<file path="config.mk">
export PLATFORM = sky130hd
export DESIGN_NAME = cipher_regs
export DESIGN_NICKNAME = d
export VERILOG_FILES = /design/src/cipher_pkg.sv /design/src/cipher_core.sv /design/src/cipher_regs.sv
export VERILOG_INCLUDE_DIRS = /design/src
export SDC_FILE = /design/constraint.sdc
export NUM_CORES = 1
export LEC_CHECK = 0
export BUFFER_PORTS_ARGS = -buffer_cell sky130_fd_sc_hd__buf_2
export CAP_MARGIN = 0
export CORE_UTILIZATION = 59
export CTS_BUF_LIST = sky130_fd_sc_hd__clkbuf_4
export CTS_CLUSTER_DIAMETER = 30
export CTS_CLUSTER_SIZE = 16
export DETAILED_ROUTE_END_ITERATION = 6
export GPL_TIMING_DRIVEN = 1
export PLACE_DENSITY = 0.79
export SYNTH_ARGS = -nofsm -noshare
export SYNTH_HDL_FRONTEND = slang
export SYNTH_SLANG_ARGS = --single-unit
</file>
<file path="constraint.sdc">
create_clock -name clk_sys -period 2.3 [get_ports clk_sys]
set_input_delay 0.23 -clock clk_sys [delete_from_list [all_inputs] [get_ports clk_sys]]
set_output_delay 0.23 -clock clk_sys [all_outputs]
set_load 0.02 [all_outputs]
</file>
<file path="src/cipher_params.svh">
/*
 * Register map, field positions, bit masks and timing figures of the
 * block-cipher register front end.
 * Assumes it is included by bare name into each file that needs it.
 */
// Notes on behaviour
// - mask view reads 1 per enabled interrupt: bits 0,1,2,3,4 and 8.
// - output ready sets on completion, clears on manual start or soft reset.
// - manual/auto, last-output off: reading a result word clears output ready.
// - manual/auto, last-output on: writing an input word clears output ready.
// - DMA mode: output ready sets and clears by itself.
// - rx end sets when receive count reaches 0 since last count write.
// - tx end sets when transmit count reaches 0 since last count write.
// - rx full reads 1 exactly when both receive counts are zero.
// - tx empty reads 1 exactly when both transmit counts are zero.
// - bad access flag is sticky until soft reset only.
// - bad access kind: 0 input busy, 1 result busy, 2 mode busy, 3 wo read.
// - bad access kind keeps the latest violation, cleared by soft reset only.
// - each key is two 32-bit words, word one is the upper part.
// - key words are write-only and never read back.
// - single mode ignores the second key.
// - third key ignored in single mode and in two-key triple mode.
// - input block is two write-only words, word one upper part.
// - result block reads as two words, word one upper part.
// - init vector is two write-only words, used by chaining modes.
// - writing 1 to start begins a manual run; 0 does nothing.
// - enable writes set mask bits, disable writes clear them.
`ifndef CIPHER_PARAMS_SVH
`define CIPHER_PARAMS_SVH

`define ADDR_W 9
`define CNT_W 16
`define ROUNDS 16

`define OFS_CTRL 9'h000
`define OFS_MODE 9'h004
`define OFS_IEN 9'h010
`define OFS_IDIS 9'h014
`define OFS_IMASK 9'h018
`define OFS_FLAGS 9'h01c
`define OFS_KEY1W1 9'h020
`define OFS_KEY1W2 9'h024
`define OFS_KEY2W1 9'h028
`define OFS_KEY2W2 9'h02c
`define OFS_KEY3W1 9'h030
`define OFS_KEY3W2 9'h034
`define OFS_IN1 9'h040
`define OFS_IN2 9'h044
`define OFS_OUT1 9'h050
`define OFS_OUT2 9'h054
`define OFS_IV1 9'h060
`define OFS_IV2 9'h064
`define OFS_RCNT 9'h104
`define OFS_TCNT 9'h10c
`define OFS_RNEXT 9'h114
`define OFS_TNEXT 9'h11c

`define BIT_START 0
`define BIT_SOFT_RESET_COMMAND 8
`define BIT_ENC 0
`define BIT_TRIPLE 1
`define BIT_TWOKEY 4
`define BIT_LOD 15
`define START_MODE_SELECT_LSB 8
`define OPMOD_LSB 12
`define MODE_BITS 32'h0003b313
`define IRQ_BITS 32'h0000011f
`define KIND_LSB 12
`define BIT_BAD 8

`endif

</file>
<file path="src/cipher_pkg.sv">
/*
 * Types shared by the cipher register front end and its processing core.
 * Assumes nothing beyond a SystemVerilog compiler.
 */
package cipher_pkg;
   typedef enum logic [1:0] {
      START_MANUAL = 2'h0,
      START_AUTO = 2'h1,
      START_DMA = 2'h2,
      START_RSVD = 2'h3
   } start_mode_type;
   typedef enum logic [1:0] {
      KIND_IN_WR = 2'h0,
      KIND_OUT_RD = 2'h1,
      KIND_MODE_WR = 2'h2,
      KIND_WO_RD = 2'h3
   } bad_kind_type;
   typedef enum logic [1:0] {
      CORE_IDLE = 2'h1,
      CORE_RUN = 2'h2
   } core_state_type;
endpackage : cipher_pkg

</file>
<file path="src/cipher_core.sv">
/*
 * Iterating block core: takes one 64-bit block, runs a fixed number of
 * rounds, returns the block with a one-cycle done pulse.
 * Assumes keys and block stay stable while busy; the round is a stand-in.
 */
`include "cipher_params.svh"
module cipher_core #(
   parameter int ROUNDS = `ROUNDS
) (
   input wire logic clk_sys,
   input wire logic rst_b,
   input wire logic abort,
   input wire logic go,
   input wire logic triple_select,
   input wire logic two_key_select,
   input wire logic encrypt,
   input wire logic [63:0] key1,
   input wire logic [63:0] key2,
   input wire logic [63:0] key3,
   input wire logic [63:0] din,
   output logic busy,
   output logic done,
   output logic [63:0] dout
);
   import cipher_pkg::*;
   localparam int CW = $clog2(ROUNDS + 1);
   if (ROUNDS < 1) begin : g_bad_rounds
      $error("ROUNDS must be at least 1");
   end
   core_state_type state_ff;
   logic [CW-1:0] cnt_ff;
   logic [63:0] data_ff;
   logic done_ff;
   wire [63:0] key_eff;
   wire [63:0] rot;
   assign key_eff = key1 ^ (triple_select ? key2 : 64'h0)
      ^ ((triple_select && !two_key_select) ? key3 : 64'h0);
   assign rot = encrypt ? {data_ff[62:0], data_ff[63]} : {data_ff[0], data_ff[63:1]};
   assign busy = (state_ff == CORE_RUN);
   assign done = done_ff;
   assign dout = data_ff;

   always_ff @(posedge clk_sys or negedge rst_b) begin
      if (!rst_b) begin
         state_ff <= CORE_IDLE;
         cnt_ff <= '0;
         data_ff <= 64'h0;
         done_ff <= 1'b0;
      end else if (abort) begin
         state_ff <= CORE_IDLE;
         done_ff <= 1'b0;
      end else begin
         done_ff <= 1'b0;
         unique case (state_ff)
            CORE_IDLE: begin
               if (go) begin
                  data_ff <= din;
                  cnt_ff <= CW'(ROUNDS - 1);
                  state_ff <= CORE_RUN;
               end
            end
            CORE_RUN: begin
               data_ff <= rot ^ key_eff;
               if (cnt_ff == '0) begin
                  state_ff <= CORE_IDLE;
                  done_ff <= 1'b1;
               end else begin
                  cnt_ff <= cnt_ff - 1'b1;
               end
            end
            default: state_ff <= CORE_IDLE;
         endcase
      end
   end
endmodule : cipher_core

</file>
<file path="src/cipher_regs.sv">
/*
 * Register front end of the triple block cipher: control, mode, mask,
 * status, key/input/vector stores, result words and DMA counters.
 * Assumes a same-clock register master and a same-clock DMA channel.
 */
// The implementer's own choices: the placing of the registers and strobed register access.
`include "cipher_params.svh"
module cipher_regs #(
   parameter int ROUNDS = `ROUNDS,
   parameter int CNT_W = `CNT_W
) (
   input wire logic clk_sys,
   input wire logic rst_b,
   input wire logic [`ADDR_W-1:0] addr,
   input wire logic [31:0] wdata,
   input wire logic wr,
   input wire logic rd,
   input wire logic dma_rx_beat,
   input wire logic dma_tx_beat,
   output logic [31:0] rdata,
   output logic irq,
   output logic dma_rx_req,
   output logic dma_tx_req
);
   import cipher_pkg::*;
   if (CNT_W < 1 || CNT_W > 32) begin : g_bad_cnt
      $error("CNT_W must be 1 to 32");
   end

   // ----------------------------------------
   // decode
   // ----------------------------------------
   localparam logic [`ADDR_W-1:0] WORD_OFS [10] = '{`OFS_KEY1W1, `OFS_KEY1W2,
      `OFS_KEY2W1, `OFS_KEY2W2, `OFS_KEY3W1, `OFS_KEY3W2, `OFS_IN1, `OFS_IN2,
      `OFS_IV1, `OFS_IV2};
   localparam logic [`ADDR_W-1:0] CNT_OFS [2] = '{`OFS_RCNT, `OFS_TCNT};
   localparam logic [`ADDR_W-1:0] NEXT_OFS [2] = '{`OFS_RNEXT, `OFS_TNEXT};

   logic [31:0] word_ff [10];
   logic [63:0] result_ff;
   logic [31:0] mode_ff;
   logic [31:0] mask_ff;
   logic ready_ff;
   logic bad_ff;
   bad_kind_type kind_ff;
   logic [1:0] in_seen_ff;
   logic [CNT_W-1:0] cnt_ff [2];
   logic [CNT_W-1:0] next_ff [2];
   logic [1:0] end_ff;
   logic [31:0] rdata_ff;
   logic irq_ff;
   logic rx_req_ff;
   logic tx_req_ff;

   wire [9:0] word_hit;
   wire [9:0] word_we;
   wire [1:0] cnt_hit;
   wire [1:0] next_hit;
   wire [1:0] zero_both;
   wire [1:0] beat = {dma_tx_beat, dma_rx_beat};
   wire hit_ctrl = (addr == `OFS_CTRL);
   wire hit_mode = (addr == `OFS_MODE);
   wire hit_ien = (addr == `OFS_IEN);
   wire hit_idis = (addr == `OFS_IDIS);
   wire hit_imask = (addr == `OFS_IMASK);
   wire hit_flags = (addr == `OFS_FLAGS);
   wire hit_out1 = (addr == `OFS_OUT1);
   wire hit_out2 = (addr == `OFS_OUT2);
   wire hit_out = hit_out1 || hit_out2;
   wire hit_in = word_hit[6] || word_hit[7];
   wire hit_wo = hit_ctrl || hit_ien || hit_idis || (|word_hit);

   // ----------------------------------------
   // mode fields and core
   // ----------------------------------------
   start_mode_type start_mode_select;
   assign start_mode_select = start_mode_type'(mode_ff[`START_MODE_SELECT_LSB+1:`START_MODE_SELECT_LSB]);
   wire dma_mode = (start_mode_select == START_DMA);
   wire sw_mode = (start_mode_select == START_MANUAL) || (start_mode_select == START_AUTO);
   wire last_output_mode = mode_ff[`BIT_LOD];
   wire chain = (mode_ff[`OPMOD_LSB+1:`OPMOD_LSB] != 2'h0);
   wire busy;
   wire done;
   wire [63:0] core_out;

   wire soft_reset_command = wr && hit_ctrl && wdata[`BIT_SOFT_RESET_COMMAND];
   wire start_cmd = wr && hit_ctrl && wdata[`BIT_START];
   wire auto_go = (in_seen_ff == 2'h3) && (start_mode_select == START_AUTO || dma_mode);
   wire go = !busy && !soft_reset_command && (start_cmd || auto_go);
   wire in_wr_busy = wr && hit_in && busy && dma_mode;
   wire in_wr_ok = wr && hit_in && !in_wr_busy;
   wire out_rd_busy = rd && hit_out && busy;
   wire mode_wr_busy = wr && hit_mode && busy;
   wire wo_rd = rd && hit_wo;
   wire bad_ev = in_wr_busy || out_rd_busy || mode_wr_busy || wo_rd;
   bad_kind_type ev_kind;
   assign ev_kind = wo_rd ? KIND_WO_RD : mode_wr_busy ? KIND_MODE_WR :
      out_rd_busy ? KIND_OUT_RD : KIND_IN_WR;

   cipher_core #(.ROUNDS(ROUNDS)) u_core (
      .clk_sys(clk_sys),
      .rst_b(rst_b),
      .abort(soft_reset_command),
      .go(go),
      .triple_select(mode_ff[`BIT_TRIPLE]),
      .two_key_select(mode_ff[`BIT_TWOKEY]),
      .encrypt(mode_ff[`BIT_ENC]),
      .key1({word_ff[0], word_ff[1]}),
      .key2({word_ff[2], word_ff[3]}),
      .key3({word_ff[4], word_ff[5]}),
      .din({word_ff[6], word_ff[7]} ^ (chain ? {word_ff[8], word_ff[9]} : 64'h0)),
      .busy(busy),
      .done(done),
      .dout(core_out)
   );

   // ----------------------------------------
   // write-only word stores
   // ----------------------------------------
   for (genvar i = 0; i < 10; i++) begin : g_word
      assign word_hit[i] = (addr == WORD_OFS[i]);
      assign word_we[i] = wr && word_hit[i] && !(i >= 6 && i <= 7 && in_wr_busy);
      always_ff @(posedge clk_sys or negedge rst_b) begin
         if (!rst_b) begin
            word_ff[i] <= 32'h0;
         end else if (word_we[i]) begin
            word_ff[i] <= wdata;
         end else if (i >= 8 && done && chain) begin
            word_ff[i] <= (i == 8) ? core_out[63:32] : core_out[31:0];
         end
      end
   end

   // ----------------------------------------
   // DMA transfer counters
   // ----------------------------------------
   for (genvar c = 0; c < 2; c++) begin : g_chan
      assign cnt_hit[c] = wr && (addr == CNT_OFS[c]);
      assign next_hit[c] = wr && (addr == NEXT_OFS[c]);
      assign zero_both[c] = (cnt_ff[c] == '0) && (next_ff[c] == '0);
      wire reach0 = beat[c] && (cnt_ff[c] == CNT_W'(1));
      always_ff @(posedge clk_sys or negedge rst_b) begin
         if (!rst_b) begin
            cnt_ff[c] <= '0;
            next_ff[c] <= '0;
            end_ff[c] <= 1'b0;
         end else if (soft_reset_command) begin
            cnt_ff[c] <= '0;
            next_ff[c] <= '0;
            end_ff[c] <= 1'b0;
         end else begin
            if (cnt_hit[c]) begin
               cnt_ff[c] <= wdata[CNT_W-1:0];
            end else if (reach0) begin
               cnt_ff[c] <= next_ff[c];
            end else if (beat[c] && cnt_ff[c] != '0) begin
               cnt_ff[c] <= cnt_ff[c] - 1'b1;
            end
            if (next_hit[c]) begin
               next_ff[c] <= wdata[CNT_W-1:0];
            end else if (reach0 && !cnt_hit[c]) begin
               next_ff[c] <= '0;
            end
            end_ff[c] <= reach0 || (end_ff[c] && !cnt_hit[c] && !next_hit[c]);
         end
      end
   end

   // ----------------------------------------
   // status and output ready
   // ----------------------------------------
   wire rdy_clr = start_cmd
      || (sw_mode && !last_output_mode && rd && hit_out)
      || (sw_mode && last_output_mode && in_wr_ok)
      || (dma_mode && go);
   wire nxt_ready = soft_reset_command ? 1'b0 : (done || (ready_ff && !rdy_clr));
   wire nxt_bad = !soft_reset_command && (bad_ff || bad_ev);
   bad_kind_type nxt_kind;
   assign nxt_kind = soft_reset_command ? KIND_IN_WR : bad_ev ? ev_kind : kind_ff;
   wire [31:0] status_word = {18'h0, kind_ff, 3'h0, bad_ff, 3'h0,
      zero_both[1], zero_both[0], end_ff[1], end_ff[0], ready_ff};
   wire [31:0] nxt_mask = soft_reset_command ? 32'h0 :
      ((mask_ff | (wr && hit_ien ? wdata : 32'h0)) &
      ~(wr && hit_idis ? wdata : 32'h0)) & `IRQ_BITS;
   wire [31:0] rd_mux = hit_mode ? mode_ff :
      hit_imask ? mask_ff :
      hit_flags ? status_word :
      hit_out1 ? result_ff[63:32] :
      hit_out2 ? result_ff[31:0] :
      (addr == `OFS_RCNT) ? 32'(cnt_ff[0]) :
      (addr == `OFS_TCNT) ? 32'(cnt_ff[1]) :
      (addr == `OFS_RNEXT) ? 32'(next_ff[0]) :
      (addr == `OFS_TNEXT) ? 32'(next_ff[1]) : 32'h0;

   always_ff @(posedge clk_sys or negedge rst_b) begin
      if (!rst_b) begin
         mode_ff <= 32'h0;
         mask_ff <= 32'h0;
         ready_ff <= 1'b0;
         bad_ff <= 1'b0;
         kind_ff <= KIND_IN_WR;
         in_seen_ff <= 2'h0;
         result_ff <= 64'h0;
      end else begin
         if (soft_reset_command) begin
            mode_ff <= 32'h0;
         end else if (wr && hit_mode && !busy) begin
            mode_ff <= wdata & `MODE_BITS;
         end
         mask_ff <= nxt_mask;
         ready_ff <= nxt_ready;
         bad_ff <= nxt_bad;
         kind_ff <= nxt_kind;
         if (soft_reset_command || go) begin
            in_seen_ff <= 2'h0;
         end else if (in_wr_ok) begin
            in_seen_ff <= in_seen_ff | {word_hit[7], word_hit[6]};
         end
         if (done) begin
            result_ff <= core_out;
         end
      end
   end

   // ----------------------------------------
   // outputs
   // ----------------------------------------
   always_ff @(posedge clk_sys or negedge rst_b) begin
      if (!rst_b) begin
         rdata_ff <= 32'h0;
         irq_ff <= 1'b0;
         rx_req_ff <= 1'b0;
         tx_req_ff <= 1'b0;
      end else begin
         rdata_ff <= rd ? rd_mux : 32'h0;
         irq_ff <= |(status_word & mask_ff);
         rx_req_ff <= dma_mode && !last_output_mode && ready_ff && (cnt_ff[0] != '0);
         tx_req_ff <= dma_mode && !busy && (in_seen_ff != 2'h3) && (cnt_ff[1] != '0);
      end
   end
   assign rdata = rdata_ff;
   assign irq = irq_ff;
   assign dma_rx_req = rx_req_ff;
   assign dma_tx_req = tx_req_ff;
endmodule : cipher_regs

</file>
---- Word level (Yosys, flattened, before mapping) ----
Index checks and enable logic that the tools add are counted.
W data, S select, Z words.
storage, ports and cells
  register bits ........................... 604
  bits of input ports ..................... 47
  output and inout port bits .............. 35
  logic and storage cells ................. 252
cells by class
  add/subtract/negate cells ............... 3
  eq/ne operators ......................... 33
  mux-type cells .......................... 59
  bitwise gates (word level) .............. 10
  reductions and logical operators ........ 116
operators by type and width
  cell                     number
  $mux W32                 12
  $mux W64                 5
  $mux W16                 18
  $xor A64 B64 Y64         4
  $pmux W64 S2             1
  $logic_not A16 Y1        4
  $logic_and A1 B1 Y1      62
  $eq A9 B6 Y1 const B     6
  $eq A9 B7 Y1 const B     6
  $eq A9 B5 Y1 const B     4
  $eq A9 B9 Y1 const B     4
  $eq A16 B1 Y1 const B    2
  $reduce_bool A16 Y1      2
  $reduce_or A32 Y1        1
  $sub A16 B1 Y16 const B  2
  $mux W9                  3
  $logic_or A1 B1 Y1       19
  $mux W2                  9
  $and A14 B9 Y14          1
  $reduce_bool A2 Y1       7
  $logic_not A1 Y1         10
  $mux W5                  2
  $pmux W5 S2              1
  $reduce_or A10 Y1        1
  other kinds (22)         35

---- Logic depth before layout (Yosys ltp) ----
  depth in word-level cells ............... 14
  mapped depth ............................ 10

---- Hierarchy ----
Synthesis repeated with hierarchy kept, for this count alone.
unflattened totals
  cell total of the unflattened synthesis .. 2738
  area total of the unflattened synthesis .. 29723.5 sq um
by module, submodules not included
  module       times used  cells each  area an instance (sq um)  sequential area each (sq um)
  cipher_regs  1           1998        23082.1                   12687.2
  cipher_core  1           740         6641.4                    1803.0

---- Worst setup path before layout ----
Ideal clock, no wire load.
  kind .................................... register -> register
  start point ............................. register cnt_ff[23] in the netlist's numbering
  end point ............................... register cnt_ff[30] in the netlist's numbering
  library setup time ...................... 0.078 ns
  arrival ................................. 2.308 ns
  data required time ...................... 2.222 ns
  path slack .............................. -0.086 ns
  cell stages (with the launch flop) ...... 10
  clock period less this slack ............ 2.386 ns
  cells stage by stage .................... dfrtp_1 or4_1 buf_2 or2_4 o41ai_4 and4_1 buf_4 buf_6 a21oi_1 a21oi_1
between the ends
  word-level cells in the longest chain between the ends .. 5
RTL lines
  item                                              line                                    source
  start, declared                                   cipher_regs.sv:47                       logic [CNT_W-1:0] cnt_ff [2];
  start signal, assigned by index                   cipher_regs.sv:153                      cnt_ff[c] <= wdata[CNT_W-1:0];
  start signal, assigned by index                   cipher_regs.sv:155                      cnt_ff[c] <= next_ff[c];
  start signal, assigned by index                   cipher_regs.sv:157                      cnt_ff[c] <= cnt_ff[c] - 1'b1;
  $sub A16 B1 Y16 or $eq A16 B1 Y1 (tied branches)  cipher_regs.sv:157, cipher_regs.sv:141
  $mux W16 or $logic_and A1 B1 Y1 (tied branches)   cipher_regs.sv:156, cipher_regs.sv:141
  $mux W16                                          cipher_regs.sv:154                      end else if (reach0) begin
  $mux W16                                          cipher_regs.sv:152                      if (cnt_hit[c]) begin
  $mux W16                                          cipher_regs.sv:147                      end else if (soft_reset_command) begin
Parallel ways exist; a longest one is shown, timed or not. The select of a mux whose other input is x is not followed.
A chain may end at the register's enable or synchronous reset.

---- Worst setup path in the final report ----
  start point ............................. register cnt_ff[22] in the netlist's numbering
  end point ............................... register cnt_ff[23] in the netlist's numbering
The elaborated chain is that of the path after synthesis.

==> impl_metrics.env <==
export IMPL_drive_above_1_share=0.278
export IMPL_grt_max_degree=131
export IMPL_rr_startpoint="cnt_ff[22]$_DFFE_PN0P_"
export IMPL_num_io_pins=82
export IMPL_clockBufferDepth=3
export IMPL_hold_slack_ns=0.105
export IMPL_track_usage=0.364
export IMPL_busiest_layer="met2"
export IMPL_syn_to_final_growth_pct=18.4
export IMPL_rows=81
export IMPL_antenna_left=0
export IMPL_max_cap_violations=0
export IMPL_fin_util=0.709
export IMPL_crit_path_max_fanout=7
export IMPL_synth_edf_count=0
export IMPL_die_area_um2=50600
export IMPL_mostFrequentLayoutCells="dfrtp_1 (574), mux2_2 (316), nand2_1 (262), nor2_1 (206), xnor2_1 (201)"
export IMPL_grt_pass1_wl_um=139000
export IMPL_synth_warnings=0
export IMPL_status="finished, violations left"
export IMPL_drtPass1Iterations=6
export IMPL_clkLatencyLatePin_ns=0.95
export IMPL_path_clk_slew_ns=0.08
export IMPL_syn_area_um2=29300
export IMPL_required_ns=3.11
export IMPL_yosysSeqAreaShare=0.494
export IMPL_setup_viol=15
export IMPL_crit_path_start_kind="flop"
export IMPL_p_leak_nw=16.1
export IMPL_die_x_um=225
export IMPL_met1_usage=0.485
export IMPL_cts_htree_levels=3
export IMPL_portBuffers=81
export IMPL_max_vdd_ir_drop_mv=0.736
export IMPL_placed_area_um2=32000
export IMPL_startpoint="cnt_ff[22]$_DFFE_PN0P_"
export IMPL_period_needed_ns=2.41
export IMPL_clock_skew_ns=0.0457
export IMPL_maxSlewHeadroom=0.491
export IMPL_vias_per_cell=6.22
export IMPL_met3_usage=0.0617
export IMPL_netlist_instances=2764
export IMPL_worst_r2r_endpoint="cnt_ff[23]$_DFFE_PN0P_"
export IMPL_antenna_found_initial=2
export IMPL_synth_ff_type="dfrtp_1"
export IMPL_period_share=1.05
export IMPL_cp_end_kind="flop"
export IMPL_mostFrequentLayoutCell="dfrtp_1"
export IMPL_yosysUniqueCellTypes=77
export IMPL_drt_first_iter_violations=2143
export IMPL_r2r_slack_ns=-0.11
export IMPL_gr_total_overflow=0
export IMPL_fin_total_pwr_mw=25.6
export IMPL_synth_avg_cell_area_um2=10.6
export IMPL_hold_path_class="in -> reg"
export IMPL_die_h_um=225
export IMPL_cts_sinks=579
export IMPL_finalNetCount=3083
export IMPL_slew_viol_final=0
export IMPL_arrival_ns=3.22
export IMPL_vias=23593
export IMPL_worstRegToRegCells=7
export IMPL_gp_congestion=1.04
export IMPL_layout_setup_ws_ns=-0.108
export IMPL_violations="negative setup slack"
export IMPL_synth_nets=2820
export IMPL_route_detailed_drc=0
export IMPL_wl_um=90600
export IMPL_start_util=0.599
export IMPL_final_cell_area_um2=34700
export IMPL_core_area_um2=49000
export IMPL_grt_util_met2=0.587
export IMPL_fmax_ghz=0.415
export IMPL_ys_ff_latch=579
export IMPL_cts_buffers=110
export IMPL_wl_per_cell_um=23.9
export IMPL_dp_hpwl_um=59400
export IMPL_grt_pass1_vias=23918
export IMPL_powerDensity_nw_per_um2=737
export IMPL_tightest_slew_ns=0.764
export IMPL_place_ws_ns=-0.104
export IMPL_hold_viol_final=0
export IMPL_cp_endpoint="cnt_ff[23]$_DFFE_PN0P_"
export IMPL_path_class="reg -> reg"
export IMPL_rsz0062_at_grt="true"
export IMPL_clock_root_buffer="clkbuf_4"
export IMPL_ys_async_sr_fraction=1.00
export IMPL_cts_tree="built"
## registers in the layout (all words and copies together) (netlist names), 2 cells and up
| name | count |
|---|---|
| word_ff | 320 |
| result_ff | 64 |
| u_core.dout | 64 |
| cnt_ff | 32 |
| next_ff | 32 |
| rdata | 32 |
| mode_ff | 10 |
| mask_ff | 6 |
| u_core.cnt_ff | 5 |
| end_ff | 2 |
| in_seen_ff | 2 |
| kind_ff | 2 |
| u_core.state_ff | 2 |
## synth_stat cells, types with 20 or more instances
master | n | area share
mux2_2 | 316 | 0.12
nor3_1 | 32 | 0.0055
mux2i_1 | 136 | 0.046
xnor2_1 | 201 | 0.060
nor2_1 | 210 | 0.027
dfrtp_1 | 578 | 0.49
a22o_1 | 41 | 0.012
nand3_1 | 36 | 0.0061
xor2_1 | 67 | 0.020
buf_1 | 33 | 0.0042
a22oi_1 | 32 | 0.0082
nand2b_1 | 75 | 0.016
o21ai_0 | 66 | 0.011
clkbuf_1 | 154 | 0.020
a21oi_1 | 181 | 0.031
o21ai_1 | 45 | 0.0077
inv_1 | 20 | 0.0026
nand2_1 | 270 | 0.035
## timing repair
action,4_1_cts,5_1_grt
buffers inserted,0,5
hold buffers,57,1
gates resized for setup,5,24
hold endpoints to repair,984,7
endpoints found under the setup margin,30,39
pin swaps,1,16
## stage by stage
| step | instances | TNS (ns) |
|---|---|---|
| 2_1_floorplan | 2764 | -0.0300 |
| 3_5_place_dp | 3516 | -1.33 |
| 6_report | 3792 | -1.12 |
| 4_1_cts | 3782 | -0.00487 |
| 5_1_grt | 3790 | -1.95 |
| 3_3_place_gp | 3516 | -1.08 |
## worst max-delay path: stages, from the launching register on
cell and delay (ns):
dfrtp_1 0.38, or4_4 0.58, or2_4 0.29, o41ai_4 0.36
buf_4 0.20, a31oi_4 0.09, buf_4 0.18, a32o_1 0.22
## worst min-delay path by stage
stage	cells past startpoint	end	start
final	5	rdata[8]$_DFF_PN0_	addr[3]
after global routing	5	next_ff[8]$_DFFE_PN0P_	addr[4]
after CTS	2	next_ff[20]$_DFFE_PN0P_	wdata[4]
after detailed placement	1	cnt_ff[25]$_DFFE_PN0P_	rst_b
after global placement	1	cnt_ff[20]$_DFFE_PN0P_	rst_b
after floorplan	0	bad_ff$_DFF_PN0_	rst_b
## cell families after synthesis
group	Yosys count	synth area share
xor+xnor	268	0.0801
mux	456	0.169
compound gates	495	0.107
simple gates	732	0.116
buf+inv	225	0.0299
flops	579	0.494
fa+ha+maj	9	0.00384
## routing by layer
layer / up-vias / wire, µm / share of wire
li1: 10288 / - / -
met1: 11860 / 37300 / 0.41
met2: 1177 / 42800 / 0.47
met3: 268 / 6580 / 0.073
met4: 0 / 3840 / 0.042
met5: - / 0 / 0
## where the power goes
| part | internal, mW | leakage [nW] | switching [mW] |
|---|---|---|---|
| clock network | 5.12 | 1.02 | 4.59 |
| registers | 10.7 | 7.66 | 0.671 |
| logic | 2.01 | 7.38 | 2.46 |
## final cells by class
cell class	count	area (µm²)
Multi-Input combinational cell	1960	14200
Antenna cell	4	10.0
Timing Repair Buffer	356	3160
Sequential cell	579	14500
Inverter	20	75.1
Fill cell	3456	14200
Clock buffer	119	893
Clock inverter	90	1070
Tap cell	664	831
Note: power is estimated with default switching activity, not from simulation.
